[src/logic/hpc_params.svh]
`ifndef HPC_PARAMS_SVH
`define HPC_PARAMS_SVH

// ----------------------------------------------------------------
// Register offsets
// ----------------------------------------------------------------
`define HPC_OFS_CHARGE    8'h06
`define HPC_OFS_REMOVABLE 8'h07
`define HPC_OFS_USED      8'h08

// ----------------------------------------------------------------
// Field positions
// ----------------------------------------------------------------
`define HPC_FIELD_MSB     3
`define HPC_OVERRIDE_BIT  7

// ----------------------------------------------------------------
// Reset values
// ----------------------------------------------------------------
`define HPC_RST_USED      4'hF
`define HPC_RST_NIBBLE    4'h0

// ----------------------------------------------------------------
// Timing
// ----------------------------------------------------------------
// Cycles for the strap synchroniser to fill after reset release
`define HPC_SETTLE_CYCLES 3'h4

`endif

[src/logic/hpc_pkg.sv]
`default_nettype none

package hpc_pkg;

  typedef logic [3:0] hpc_nib_t;
  typedef logic [7:0] hpc_byte_t;

  typedef enum logic [1:0] {
    HPC_ST_SETTLE  = 2'b00,
    HPC_ST_CAPTURE = 2'b01,
    HPC_ST_RUN     = 2'b10
  } hpc_state_t;

endpackage : hpc_pkg

`default_nettype wire

[src/logic/hpc_sync_if.sv]
`timescale 1ns/1ns
`default_nettype none

interface hpc_sync_if;
  hpc_pkg::hpc_nib_t raw;
  hpc_pkg::hpc_nib_t stable;

  modport owner (output raw, input stable);
  modport sync (input raw, output stable);
endinterface : hpc_sync_if

`default_nettype wire

[src/logic/hpc_strap_sync.sv]
`timescale 1ns/1ns
`default_nettype none
`include "hpc_params.svh"

module hpc_strap_sync (
  // Clock and reset
  input wire logic clk_i,
  input wire logic arst_n_i,
  // Strap levels
  hpc_sync_if.sync sif
);

  hpc_pkg::hpc_nib_t s1_reg;
  hpc_pkg::hpc_nib_t s2_reg;
  hpc_pkg::hpc_nib_t s3_reg;
  hpc_pkg::hpc_nib_t stable_reg;

  always_ff @(posedge clk_i or negedge arst_n_i) begin
    if (!arst_n_i) begin
      s1_reg <= `HPC_RST_NIBBLE;
      s2_reg <= `HPC_RST_NIBBLE;
      s3_reg <= `HPC_RST_NIBBLE;
    end else begin
      s1_reg <= sif.raw;
      s2_reg <= s1_reg;
      s3_reg <= s2_reg;
    end
  end

  // A bit changes only once the last two stages agree
  always_ff @(posedge clk_i or negedge arst_n_i) begin
    if (!arst_n_i) begin
      stable_reg <= `HPC_RST_NIBBLE;
    end else begin
      for (int i = 0; i < 4; i++) begin
        if (s2_reg[i] == s3_reg[i]) begin
          stable_reg[i] <= s3_reg[i];
        end
      end
    end
  end

  assign sif.stable = stable_reg;

endmodule : hpc_strap_sync

`default_nettype wire

[src/logic/hpc_port_cfg.sv]
// How it works
// (RL1) Bits 6:4 of charge/removable read zero; bit 7 also zero on charge, override on removable
// (RL2) Charge bit n enables port n+1 charging
// (RL3) Charge bits captured from straps after reset
// (RL4) Config mode lets writes replace charge bits
// (RL5) Override bit gates removable flag writes
// (RL6) One write sets override and flags together
// (RL7) Removable bit n describes port n+1
// (RL8) Override clear: flags read as inverted fixed bits
// (RL9) Used bits enable ports, reset to ones
// (RL10) Used bit n governs port n+1
// (RL11) Configurer never disables ports one and three together
// (RL12) Override clear: flag writes are ignored
`timescale 1ns/1ns
`default_nettype none
`include "hpc_params.svh"

module hpc_port_cfg (
  // Clock and reset
  input wire logic clk_i,
  input wire logic arst_n_i,
  // Pins and fixed memory
  input wire logic [3:0] power_charge_strap_pins_i,
  input wire logic cfg_mode_i,
  input wire logic [3:0] otp_fixed_dev_i,
  // Register access from EEPROM loader or SMBus slave
  input wire logic reg_wr_i,
  input wire logic reg_rd_i,
  input wire logic [7:0] reg_addr_i,
  input wire logic [7:0] reg_wdata_i,
  output logic [7:0] reg_rdata_o,
  output logic reg_rvalid_o,
  // Port settings
  output logic [3:0] charge_enable_bits_o,
  output logic [3:0] port_removable_o,
  output logic [3:0] port_used_o,
  output logic removable_override_enable_o
);

  // ----------------------------------------------------------------
  // Strap capture
  // ----------------------------------------------------------------
  hpc_sync_if sif ();
  assign sif.raw = power_charge_strap_pins_i;

  hpc_strap_sync u_sync (
    .clk_i(clk_i),
    .arst_n_i(arst_n_i),
    .sif(sif)
  );

  // Mode pin is a strap too; 3-stage path, last two stages must agree
  logic [2:0] mode_sync_reg;
  logic mode_reg;
  hpc_pkg::hpc_state_t state_reg;
  logic [2:0] settle_reg;

  always_ff @(posedge clk_i or negedge arst_n_i) begin
    if (!arst_n_i) begin
      mode_sync_reg <= 3'h0;
      mode_reg <= 1'b0;
    end else begin
      mode_sync_reg <= {mode_sync_reg[1:0], cfg_mode_i};
      if (mode_sync_reg[1] == mode_sync_reg[2]) begin
        mode_reg <= mode_sync_reg[2];
      end
    end
  end

  always_ff @(posedge clk_i or negedge arst_n_i) begin
    if (!arst_n_i) begin
      state_reg <= hpc_pkg::HPC_ST_SETTLE;
      settle_reg <= 3'h0;
    end else begin
      case (state_reg)
        hpc_pkg::HPC_ST_SETTLE: begin
          settle_reg <= settle_reg + 3'h1;
          if (settle_reg == `HPC_SETTLE_CYCLES) begin
            state_reg <= hpc_pkg::HPC_ST_CAPTURE;
          end
        end
        hpc_pkg::HPC_ST_CAPTURE: state_reg <= hpc_pkg::HPC_ST_RUN;
        hpc_pkg::HPC_ST_RUN: state_reg <= hpc_pkg::HPC_ST_RUN;
        default: state_reg <= hpc_pkg::HPC_ST_SETTLE;
      endcase
    end
  end

  // ----------------------------------------------------------------
  // Register storage
  // ----------------------------------------------------------------
  hpc_pkg::hpc_nib_t charge_reg;
  hpc_pkg::hpc_nib_t rmbl_reg;
  hpc_pkg::hpc_nib_t used_reg;
  logic override_reg;
  logic wr_ok;

  // Writes before the strap capture are dropped, not held, so they are not overwritten
  assign wr_ok = reg_wr_i && mode_reg && (state_reg == hpc_pkg::HPC_ST_RUN);

  always_ff @(posedge clk_i or negedge arst_n_i) begin
    if (!arst_n_i) begin
      charge_reg <= `HPC_RST_NIBBLE;
    end else if (state_reg == hpc_pkg::HPC_ST_CAPTURE) begin
      charge_reg <= sif.stable; // RL3
    end else if (wr_ok && reg_addr_i == `HPC_OFS_CHARGE) begin
      charge_reg <= reg_wdata_i[`HPC_FIELD_MSB:0]; // RL4
    end
  end

  always_ff @(posedge clk_i or negedge arst_n_i) begin
    if (!arst_n_i) begin
      override_reg <= 1'b0;
      rmbl_reg <= `HPC_RST_NIBBLE;
    end else if (wr_ok && reg_addr_i == `HPC_OFS_REMOVABLE) begin
      override_reg <= reg_wdata_i[`HPC_OVERRIDE_BIT];
      // New override value gates the flags in the same write
      if (reg_wdata_i[`HPC_OVERRIDE_BIT]) begin
        rmbl_reg <= reg_wdata_i[`HPC_FIELD_MSB:0]; // RL5 RL6 RL12
      end
    end
  end

  // Configurer must avoid disabling ports one and three together
  always_ff @(posedge clk_i or negedge arst_n_i) begin
    if (!arst_n_i) begin
      used_reg <= `HPC_RST_USED; // RL9
    end else if (wr_ok && reg_addr_i == `HPC_OFS_USED) begin
      used_reg <= reg_wdata_i[`HPC_FIELD_MSB:0]; // RL9 RL11
    end
  end

  // ----------------------------------------------------------------
  // Read path and outputs
  // ----------------------------------------------------------------
  hpc_pkg::hpc_nib_t rmbl_view;
  hpc_pkg::hpc_byte_t rd_mux;

  assign rmbl_view = override_reg ? rmbl_reg : ~otp_fixed_dev_i; // RL8

  always_comb begin
    case (reg_addr_i)
      `HPC_OFS_CHARGE: rd_mux = {4'h0, charge_reg}; // RL1
      `HPC_OFS_REMOVABLE: rd_mux = {override_reg, 3'h0, rmbl_view}; // RL1
      `HPC_OFS_USED: rd_mux = {4'h0, used_reg};
      default: rd_mux = 8'h00;
    endcase
  end

  always_ff @(posedge clk_i or negedge arst_n_i) begin
    if (!arst_n_i) begin
      reg_rdata_o <= 8'h00;
      reg_rvalid_o <= 1'b0;
    end else begin
      reg_rvalid_o <= reg_rd_i;
      if (reg_rd_i) begin
        reg_rdata_o <= rd_mux;
      end
    end
  end

  always_ff @(posedge clk_i or negedge arst_n_i) begin
    if (!arst_n_i) begin
      charge_enable_bits_o <= `HPC_RST_NIBBLE;
      port_removable_o <= `HPC_RST_NIBBLE;
      port_used_o <= `HPC_RST_USED;
      removable_override_enable_o <= 1'b0;
    end else begin
      charge_enable_bits_o <= charge_reg; // RL2
      port_removable_o <= rmbl_view; // RL7
      port_used_o <= used_reg; // RL10
      removable_override_enable_o <= override_reg;
    end
  end
endmodule : hpc_port_cfg

`default_nettype wire

[config.mk]
export PLATFORM = sky130hd
export DESIGN_NAME = hpc_port_cfg
export DESIGN_NICKNAME = d
export VERILOG_FILES = /design/src/logic/hpc_pkg.sv /design/src/logic/hpc_sync_if.sv /design/src/logic/hpc_strap_sync.sv /design/src/logic/hpc_port_cfg.sv
export VERILOG_INCLUDE_DIRS = /design/src /design/src/logic
export SDC_FILE = /design/constraint.sdc
export NUM_CORES = 1
export LEC_CHECK = 0
export BUFFER_PORTS_ARGS = -buffer_cell sky130_fd_sc_hd__buf_2
export CAP_MARGIN = 15
export CORE_ASPECT_RATIO = 1.2
export CORE_UTILIZATION = 30
export CTS_BUF_LIST = sky130_fd_sc_hd__clkbuf_8
export DETAILED_ROUTE_END_ITERATION = 8
export GPL_TIMING_DRIVEN = 0
export SYNTH_ARGS = -nofsm -noshare
export SYNTH_HDL_FRONTEND = slang
export SYNTH_HIERARCHICAL = 1
export SYNTH_SLANG_ARGS = --single-unit
export TNS_END_PERCENT = 100
[constraint.sdc]
create_clock -name clk_i -period 2.3 [get_ports clk_i]
set_input_delay 0.46 -clock clk_i [delete_from_list [all_inputs] [get_ports clk_i]]
set_output_delay 0.46 -clock clk_i [all_outputs]
set_load 0.01 [all_outputs]
==> out/summary.txt, run 1 <==
Area growth syn-to-layout -> 25.04%
Average wire per standard cell -> 13.14 um
Run status -> finished, final reports clean
Number of setup buffers added after CTS -> 0
Initial antenna violation count -> 0
CTS tree -> built
Tot GR Track Use -> 12.51%
Num rows -> 34
Worst path required time -> 2.52 ns
RD Place Congestion -> 0.7434
RSZ-0062 raised after global routing -> false
YS warnings -> 6
Register area -> 0.001436 mm^2
Fmax -> 548.2 MHz
Die Area -> 0.007744 mm^2
Leading area contributor after synthesis -> dfrtp_1
Final net count -> 254
CP Class -> input port to flip-flop
TNS Setup -> 0 ns
Post-Syn Area -> 0.002218 mm^2
Worst-case vdd ir drop -> 0.3082 mV
Hold Worst Slack -> 0.1606 ns
Starting Density -> 30.86%
Seq cells post-synth -> 57
Fill cell count -> 711
Slew Viols, Final -> 0
Final Setup Violations -> 0
Ys async rst share -> 100.0%
Critical path fanouts, max -> 6
Main synth FF type -> dfrtp_1
TritonRoute pass-1 iters -> 4
Seq/Total Area, Yosys -> 64.75%
Biggest register -> reg_rdata_o
Post-Synthesis Cells -> 161
Clk_lat worst skew -> 0.34 ns
Post-Place Worst Slack -> 0.1172 ns
Largest net degree at the start of global routing -> 32
H-tree depth -> 3
Overall power -> 2.119 mW
Top post-synthesis cells by count -> dfrtp_1, inv_1, mux2_2
Placed cell areas -> 0.002579 mm^2
Post-synth EDFFs -> 0
Via density -> 4.557
Post-cts hold buffer count -> 0
CTS buffer count -> 9
Top-area cell type share of the netlist area -> 55.27%
Core Footprint -> 0.007189 mm^2
Cell variety after synth -> 38
Final hold viol count -> 0
Power Density -> 763.8 mW/mm^2
Chip Height -> 96.20 um
Pleak -> 1.272 nW
Antenna Cells -> 0
Relative slew slack -> 45.77%
Worst Skew -> 0.006140 ns
Top post-synthesis cells by area -> dfrtp_1, dfstp_2, mux2_2, ha_1, nand2b_1
Final Critical Period -> 1.824 ns
First-pass GRT wire length -> 6851 um
Crit start category -> input port
Detailed Route WL -> 4126 um
DRC viols -> 0
Final critical-path share of the clock period -> 79.32%
Die width -> 80.50 um
Multi-input gate area -> 705.7 um^2
Post-Layout Cell Count -> 314
Resize count post-CTS -> 0
Share of cells above drive strength 1 -> 39.73%
Final core utilization -> 38.58%
Final Cell Area -> 0.002774 mm^2
CP endpoint kind -> flip-flop
Iteration-0 DRC Markers -> 72
Via count -> 1431
Placed insts -> 298
Grt ovf -> 0
Max FFs per register -> 5
Max_cap viols -> 0
Antenna Violating Nets Remaining -> 0
Most common cell in the netlist -> dfrtp_1
Worst setup margin -> 0.4757 ns
Ports -> 51
Number of global-route vias before repair -> 1489
Worst-Margin Slew -> 0.8021 ns
Crit path DAT -> 2.05 ns
Post-Syn Area per Cell -> 13.78 um^2
Clock Tree Root -> clkbuf_8
Worst-path clk slew -> 0.06 ns
Type of the worst min-delay path -> input port to asynchronous set/reset pin
I/O Buffers -> 44
Hpwl dp -> 3150 um
CTS sink count -> 57
Clock buffer depth -> 2
## area by class of cell
class | count | area share, %
buffer | 8 | 1.534
tap | 90 | 4.060
timing repair buffer | 45 | 8.660
multi-input combinational | 87 | 25.44
inverter | 11 | 1.488
sequential | 57 | 51.78
clock inverter | 6 | 2.075
clock buffer | 10 | 4.962
## where the power goes
| part | switching [mW] | total, mW | internal, mW | leakage (nW) |
|---|---|---|---|---|
| clock network | 0.387 | 0.907 | 0.521 | 0.102 |
| registers | 0.0231 | 1.07 | 1.05 | 0.677 |
| logic | 0.0751 | 0.137 | 0.0622 | 0.493 |
## critical path: stages
cell and delay, ns:
buf_2 0.10, or4_1 0.50, buf_2 0.18, nor4_4 0.42, mux2_2 0.38
## layout by cell type (no fill, tap or decap), types with 2 or more instances in the layout
master,synthesis,final
nand4_1,7,7
buf_2,1,45
and2_1,4,4
ha_1,6,6
dfrtp_1,49,49
dfstp_2,8,8
o221ai_1,4,4
buf_4,3,3
clkbuf_1,4,4
nor2b_1,4,4
conb_1,1,3
a2bb2oi_1,3,3
mux2_2,10,10
clkbuf_8,0,10
a41oi_1,3,3
a31oi_1,5,5
maj3_2,4,4
o31ai_1,4,4
nand3_1,3,3
nand2b_1,8,8
inv_1,11,11
nand2_1,2,2
clkinv_2,0,4
## metal layers
| layer | vias up | GRT usage [%] | wire (um) |
|---|---|---|---|
| met3 | 13 | 5.118 | 270 |
| met1 | 692 | 13.03 | 1606 |
| met5 | - | 0 | 0 |
| met4 | 0 | 8.780 | 139 |
| met2 | 38 | 20.41 | 2110 |
| li1 | 688 | - | - |
## path summary, 6_finish.rpt
kind / from / cells past startpoint / slack, ns / endpoint
min: arst_n_i / 1 / 0.16 / mode_sync_reg[0]
min reg2reg: u_sync/s1_reg[3] / 0 / 0.35 / u_sync/s2_reg[3]
max in group asynchronous: arst_n_i / 2 / 1.49 / port_used_o[0]
max: reg_addr_i[5] / 5 / 0.48 / rmbl_reg[1]
min in group clk_i: cfg_mode_i / 1 / 0.22 / mode_sync_reg[0]
max reg2reg: state_reg[0] / 5 / 0.61 / rmbl_reg[1]
## kinds of logic after synthesis
logic type | synth area share [%]
flops | 64.75
simple gates | 11.51
compound gates | 8.066
buf+inv | 3.778
fa+ha+maj | 5.866
mux | 5.076
xor+xnor | 0.7898
other cells | 0.1690
Note: power is estimated with default switching activity, not from simulation.
==> run 2: changes to the inputs <==
ABC_AREA = 1   (was default)
clock period = 1.8 ns   (was 2.3 ns; I/O delays follow)
==> out/summary.txt, run 2 <==
Run status -> finished, final reports clean (unchanged)
CP Depth -> 8 (was 5)
Initial antenna violation count -> 0 (unchanged)
Tot GR Track Use -> 12.29% (was 12.51%)
Chip Height -> 97.55 um (was 96.20 um)
Register area -> 0.001436 mm^2 (unchanged)
RD Place Congestion -> 0.7581 (was 0.7434)
Final hold viol count -> 0 (unchanged)
Reg2Reg Depth -> 8 (was 5)
R2r endpoint -> charge_reg[2] (was rmbl_reg[1])
Area growth syn-to-layout -> 25.82% (was 25.04%)
Delay-heaviest family, CP -> simple AND/OR/NAND/NOR gates (unchanged)
Main synth FF type -> dfrtp_1 (unchanged)
Final Critical Period -> 1.373 ns
Pleak -> 1.477 nW (was 1.272 nW)
CP Cell Sequence -> inv_1 -> ha_1 -> and3_1 -> buf_4 -> nand3_2 -> nand2_2 -> nand2_1 -> nand2_1 (was buf_2 -> or4_1 -> buf_2 -> nor4_4 -> mux2_2)
Worst-Margin Slew -> 0.6138 ns (was 0.8021 ns)
Crit-path most repeated cell -> nand2_1 (was buf_2)
Hpwl dp -> 3136 um (was 3150 um)
Internal power -> 2.260 mW (was 1.633 mW)
Via density -> 4.295 (was 4.557)
Starting Density -> 31.19% (was 30.86%)
Top post-synthesis cells by count -> nand2_1, dfrtp_1, inv_1 (was dfrtp_1, inv_1, mux2_2)
Iteration-0 DRC Markers -> 61 (was 72)
Grt ovf -> 0 (unchanged)
CP bufs+invs -> 2 (unchanged)
Flop pwr share -> 47.4% (was 50.7%)
CTS sink count -> 57 (unchanged)
Placed cell areas -> 0.002643 mm^2 (was 0.002579 mm^2)
Seq/Total Area, Yosys -> 62.94% (was 64.75%)
Max_cap viols -> 0 (unchanged)
Clock Tree Root -> clkbuf_8 (unchanged)
Power Density -> 1009 mW/mm^2 (was 763.8 mW/mm^2)
TNS Setup -> 0 ns (unchanged)
CP Class -> flip-flop to flip-flop (was input port to flip-flop)
YS warnings -> 6 (unchanged)
Reg-to-reg startpoint -> state_reg[0] (unchanged)
I/O Buffers -> 44 (unchanged)
Crit path to -> charge_reg[2] (was rmbl_reg[1])
CP Launch Point -> state_reg[0] (was reg_addr_i[5])
DRC viols -> 0 (unchanged)
Via count -> 1589 (was 1431)
Fmax -> 728.4 MHz
Crit start category -> flip-flop (was input port)
Num rows -> 34 (unchanged)
Clk_lat worst skew -> 0.34 ns (about the same)
Seq cells post-synth -> 57 (unchanged)
Final Cell Area -> 0.002872 mm^2 (was 0.002774 mm^2)
Antenna Violating Nets Remaining -> 0 (unchanged)
CTS buffer count -> 9 (unchanged)
First-pass GRT wire length -> 7024 um (was 6851 um)
Number of setup buffers added after CTS -> 0 (unchanged)
Slew Viols, Final -> 0 (unchanged)
Die Area -> 0.007962 mm^2 (was 0.007744 mm^2)
Cell variety after synth -> 28 (was 38)
Most common cell in the netlist -> nand2_1 (was dfrtp_1)
H-tree depth -> 3 (unchanged)
Fill cell count -> 728 (was 711)
R2R Setup Slk -> 0.43 ns (was 0.61 ns)
Number of global-route vias before repair -> 1570 (was 1489)
Most frequent cells in the layout -> nand2_1, dfrtp_1, buf_2 (was dfrtp_1, buf_2, inv_1)
Worst-case vdd ir drop -> 0.4723 mV (was 0.3082 mV)
TritonRoute pass-1 iters -> 4 (unchanged)
CP endpoint kind -> flip-flop (unchanged)
Top post-synthesis cells by area -> dfrtp_1, dfstp_2, nand2_1, nand3_1, inv_1 (was dfrtp_1, dfstp_2, mux2_2, ha_1, nand2b_1)
Final net count -> 310 (was 254)
RSZ-0062 raised after global routing -> false (unchanged)
Biggest register -> reg_rdata_o (unchanged)
Worst setup margin -> 0.4272 ns (was 0.4757 ns)
Core Footprint -> 0.007317 mm^2 (was 0.007189 mm^2)
Post-synth EDFFs -> 0 (unchanged)
Hold Worst Slack -> 0.03281 ns (was 0.1606 ns)
Post-cts hold buffer count -> 0 (unchanged)
Resize count post-CTS -> 0 (unchanged)
Ports -> 51 (unchanged)
Post-Syn Area per Cell -> 10.52 um^2 (was 13.78 um^2)
Relative slew slack -> 59.08% (was 45.77%)
Part of the power in the clock network -> 46.6% (was 42.8%)
Worst-path clk slew -> 0.06 ns (about the same)
Worst path required time -> 2.07 ns (was 2.52 ns)
Ys async rst share -> 100.0% (unchanged)
Type of the worst min-delay path -> input port to asynchronous set/reset pin (unchanged)
Die width -> 81.62 um (was 80.50 um)
Post-Layout Cell Count -> 370 (was 314)
Multi-input gate area -> 703.2 um^2 (was 705.7 um^2)
Post-Place Worst Slack -> 0.4203 ns (was 0.1172 ns)
Critical path fanouts, max -> 8 (was 6)
Sw Ratio -> 21.96% (was 22.90%)
Placed insts -> 354 (was 298)
Max FFs per register -> 5 (unchanged)
NetSw -> 636.0 uW (was 485.1 uW)
Combinational power share -> 6.0% (was 6.5%)
Detailed Route WL -> 4220 um (was 4126 um)
Top-area cell type share of the netlist area -> 53.73% (was 55.27%)
Clock buffer depth -> 2 (unchanged)
Post-Synthesis Cells -> 217 (was 161)
Max stage delay on crit path -> 0.38 ns (was 0.50 ns)
Leading area contributor after synthesis -> dfrtp_1 (unchanged)
Post-Syn Area -> 0.002282 mm^2 (was 0.002218 mm^2)
Commonest non-fill, non-tap cell in the layout -> nand2_1 (was dfrtp_1)
Cell with the largest stage delay on the worst path -> dfrtp_1 (was or4_1)
Average wire per standard cell -> 11.41 um (was 13.14 um)
CTS tree -> built (unchanged)
Worst Skew -> 0.005441 ns (was 0.006140 ns)
Crit path DAT -> 1.65 ns (was 2.05 ns)
Final Setup Violations -> 0 (unchanged)
Antenna Cells -> 0 (unchanged)
Final critical-path share of the clock period -> 76.27%
Share of cells above drive strength 1 -> 32.50% (was 39.73%)
Largest net degree at the start of global routing -> 32 (unchanged)
-- run 2: cell count changes in the layout (fill, tap and decap cells not counted), moves of 5 or more --
| cell | delta |
|---|---|
| a31oi_1 | -5 |
| inv_1 | +11 |
| mux2_2 | -10 |
| nand2_1 | +53 |
| nand2b_1 | -8 |
| nand3_1 | +17 |
| o21ai_0 | +6 |
| o21ai_1 | +9 |
-- run 2: cell families (layout without fill, tap and decap cells) --
family | Yosys count | after routing | synth area share [%]
and+or+nand+nor | 97 | 97 | 21.11
DFF | 57 | 57 | 62.94
buffers and inverters | 32 | 93 | 6.579
AOI/OAI and AO/OA | 21 | 21 | 4.715
adders and majority gates | 7 | 7 | 3.728
xor gates and xnor gates | 2 | 2 | 0.7677
other | 1 | 3 | 0.1643
-- run 2: worst min-delay path by stage --
stage,start,endpoint,cells past startpoint
after floorplan,arst_n_i,charge_enable_bits_o[0],0
after global placement,mode_sync_reg[0],mode_sync_reg[1],0
after detailed placement,u_sync/s1_reg[1],u_sync/s2_reg[1],0
after CTS,arst_n_i,u_sync/s1_reg[3],1
after global routing,arst_n_i,u_sync/s1_reg[3],1
final,arst_n_i,u_sync/s1_reg[3],1
-- run 2: power groups by stage --
stage,sequential [mW],combinational (mW),clock (mW)
detailed placement,1.40,0.178,0
floorplan,1.40,0.0750,0
finish,1.37,0.174,1.35
global route,1.38,0.198,1.45
global placement,1.39,0.169,0
CTS,1.37,0.179,1.39
-- run 2: worst register-to-register path, cell delays in order (launching register included) --
cell	delay [ns]
dfrtp_1	0.38
inv_1	0.11
ha_1	0.15
and3_1	0.13
buf_4	0.16
nand3_2	0.13
nand2_2	0.12
nand2_1	0.06
nand2_1	0.06
-- run 2: layout make-up --
| class | instances | area share (%) |
|---|---|---|
| tap | 90 | 3.922 |
| clock buffer | 11 | 5.272 |
| buffer | 7 | 1.917 |
| multi-input combinational | 130 | 24.49 |
| sequential | 57 | 50.02 |
| timing repair buffer | 45 | 8.366 |
| inverter | 25 | 3.312 |
| clock inverter | 5 | 2.702 |
-- run 2: layer usage --
metal	GRT usage, %	share of wire [%]	wire [um]
met1	13.33	41	1713
met2	20.13	51	2136
met3	3.662	5.2	219
met4	8.232	3.6	151
met5	0	0	0
-- run 2: through the flow --
stage	util [%]	power [mW]
after global placement	35.84	1.563
final	39.24	2.896
after CTS	39.24	2.940
after floorplan	-	1.471
after global routing	39.24	3.024
after detailed placement	36.11	1.575
==> run 3: changes to the inputs <==
ABC_AREA = 0   (was 1)
clock period = 1.1 ns   (was 1.8 ns; I/O delays follow)
==> out/summary.txt, run 3 (synthesis results as in run 1) <==
Run status -> finished, violations left (was finished, final reports clean)
Failing checks -> setup timing
Final hold viol count -> 0 (unchanged)
Clock buffer depth -> 2 (unchanged)
Slew Viols, Final -> 0 (unchanged)
Biggest register -> reg_rdata_o (unchanged)
Reg-to-reg startpoint -> state_reg[0] (unchanged)
Number of global-route vias before repair -> 1521 (was 1570)
Num rows -> 34 (unchanged)
I/O Buffers -> 44 (unchanged)
Worst setup margin -> -0.4084 ns (was 0.4272 ns)
CP Class -> flip-flop to flip-flop (unchanged)
Critical path fanouts, max -> 5 (was 8)
DRC viols -> 0 (unchanged)
Initial antenna violation count -> 0 (unchanged)
Die Area -> 0.007744 mm^2 (was 0.007962 mm^2)
Power Density -> 1457 mW/mm^2 (was 1009 mW/mm^2)
Max FFs per register -> 5 (unchanged)
Share of cells above drive strength 1 -> 57.38% (was 32.50%)
Clock Tree Root -> clkbuf_8 (unchanged)
First-pass GRT wire length -> 7590 um (was 7024 um)
Starting Density -> 30.86% (was 31.19%)
TNS Setup -> -5.291 ns (was 0 ns)
Hold Worst Slack -> 0.05484 ns (was 0.03281 ns)
Commonest non-fill, non-tap cell in the layout -> dfrtp_1 (was nand2_1)
RSZ-0062 raised after global routing -> true (was false)
Most frequent cells in the layout -> dfrtp_1, buf_2, buf_4 (was nand2_1, dfrtp_1, buf_2)
Final critical-path share of the clock period -> 137.1% (was 76.27%)
Final Critical Period -> 1.508 ns (was 1.373 ns)
H-tree depth -> 3 (unchanged)
Via density -> 4.635 (was 4.295)
Relative slew slack -> 57.08% (was 59.08%)
Detailed Route WL -> 4886 um (was 4220 um)
Crit start category -> flip-flop (unchanged)
Largest net degree at the start of global routing -> 31 (was 32)
Max stage delay on crit path -> 0.39 ns (was 0.38 ns)
CTS tree -> built (unchanged)
Final net count -> 274 (was 310)
Pleak -> 1.467 nW (was 1.477 nW)
Worst path required time -> 1.31 ns (was 2.07 ns)
Crit path DAT -> 1.72 ns (was 1.65 ns)
Via count -> 1548 (was 1589)
CTS sink count -> 57 (unchanged)
RD Place Congestion -> 0.7468 (was 0.7581)
CP endpoint kind -> flip-flop (unchanged)
CTS buffer count -> 9 (unchanged)
Average wire per standard cell -> 14.63 um (was 11.41 um)
Final Setup Violations -> 24 (was 0)
Fmax -> 662.9 MHz (was 728.4 MHz)
Placed insts -> 298 (was 354)
Chip Height -> 96.20 um (was 97.55 um)
Antenna Cells -> 0 (unchanged)
R2R Setup Slk -> -0.41 ns (was 0.43 ns)
Antenna Violating Nets Remaining -> 0 (unchanged)
Area growth syn-to-layout -> 50.54% (was 25.82%)
Hold path start -> reg_rd_i
Clk_lat worst skew -> 0.33 ns (was 0.34 ns)
Worst-Margin Slew -> 0.6421 ns (was 0.6138 ns)
Post-Layout Cell Count -> 334 (was 370)
Ports -> 51 (unchanged)
Worst-path clk slew -> 0.06 ns (about the same)
TritonRoute pass-1 iters -> 4 (unchanged)
Grt ovf -> 0 (unchanged)
Hpwl dp -> 3151 um (was 3136 um)
Worst Skew -> 0.006235 ns (was 0.005441 ns)
Core Footprint -> 0.007189 mm^2 (was 0.007317 mm^2)
CP Launch Point -> state_reg[0] (unchanged)
Max_cap viols -> 0 (unchanged)
Cell with the largest stage delay on the worst path -> dfrtp_1 (unchanged)
Iteration-0 DRC Markers -> 78 (was 61)
Type of the worst min-delay path -> input port to flip-flop (was input port to asynchronous set/reset pin)
CP Cell Sequence -> inv_2 -> ha_4 -> nand4_1 -> nor4_4 -> buf_6 -> mux2_4 (was inv_1 -> ha_1 -> and3_1 -> buf_4 -> nand3_2 -> nand2_2 -> nand2_1 -> nand2_1)
Die width -> 80.50 um (was 81.62 um)
Tot GR Track Use -> 13.64% (was 12.29%)
Worst-case vdd ir drop -> 0.9001 mV (was 0.4723 mV)
-- run 3: changes by cell type in the layout (fill, tap and decap cells not counted), moves of 9 or more --
cell / change
buf_6: +9
buf_4: +10
nand2_1: -54
inv_1: -12
nand3_1: -20
-- run 3: cell type report --
class	count	area, um^2
fillers	650	3850
flip-flops and latches	57	1438
multi-input cells	87	1007
repair buffers	67	466.7
clock buffers	11	151.4
well taps	90	112.6
clock inverters	5	77.57
plain buffers	6	45.04
inverters	11	41.29
-- run 3: critical path, delay by kind of cell, from the launching register on --
family | cells | cell delay, ns
buffers and inverters | 2 | 0.26
adder cells (fa/ha/maj) | 1 | 0.13
multiplexers | 1 | 0.29
AND/OR/NAND/NOR | 2 | 0.31
flip-flops | 1 | 0.39
-- run 3: stage by stage --
stage / utilization, % / worst slack (ns) / instance area, um^2 / total power, mW
6_report: 46.45 / -0.4084 / 3339 / 4.866
5_1_grt: 46.45 / -0.4662 / 3339 / 5.075
4_1_cts: 44.15 / -0.3990 / 3174 / 4.904
3_5_place_dp: 36.90 / -0.7391 / 2653 / 2.598
3_3_place_gp: 36.62 / -0.7352 / 2633 / 2.579
2_1_floorplan: - / -0.5175 / 2300 / 2.417
-- run 3: final timing paths --
kind | to | cells after the start
min in group asynchronous | settle_reg[1] | 2
max in group asynchronous | u_sync/s3_reg[0] | 3
worst min-delay path | reg_rvalid_o | 1
worst max-delay path | rmbl_reg[2] | 6
worst min register to register | u_sync/s2_reg[0] | 0
worst max register to register | rmbl_reg[2] | 6
-- run 3: power breakdown --
group          switching (mW)  internal, mW  total [mW]
combinational           0.210         0.190       0.400
clock                   0.828          1.39        2.22
sequential             0.0503          2.20        2.25
-- run 3: what timing repair did --
action	4_1_cts	5_1_grt
setup endpoints to repair	25	59
hold endpoints to repair	24	0
buffers inserted	9	8
hold buffers	6	0
gates resized for setup	30	22
pin swaps	11	10
-- run 3: layer usage --
layer	track usage, %	part of all wire, %
met5	0	0
met3	5.308	5.7
met4	8.036	2.3
met1	15.60	39
met2	21.54	53
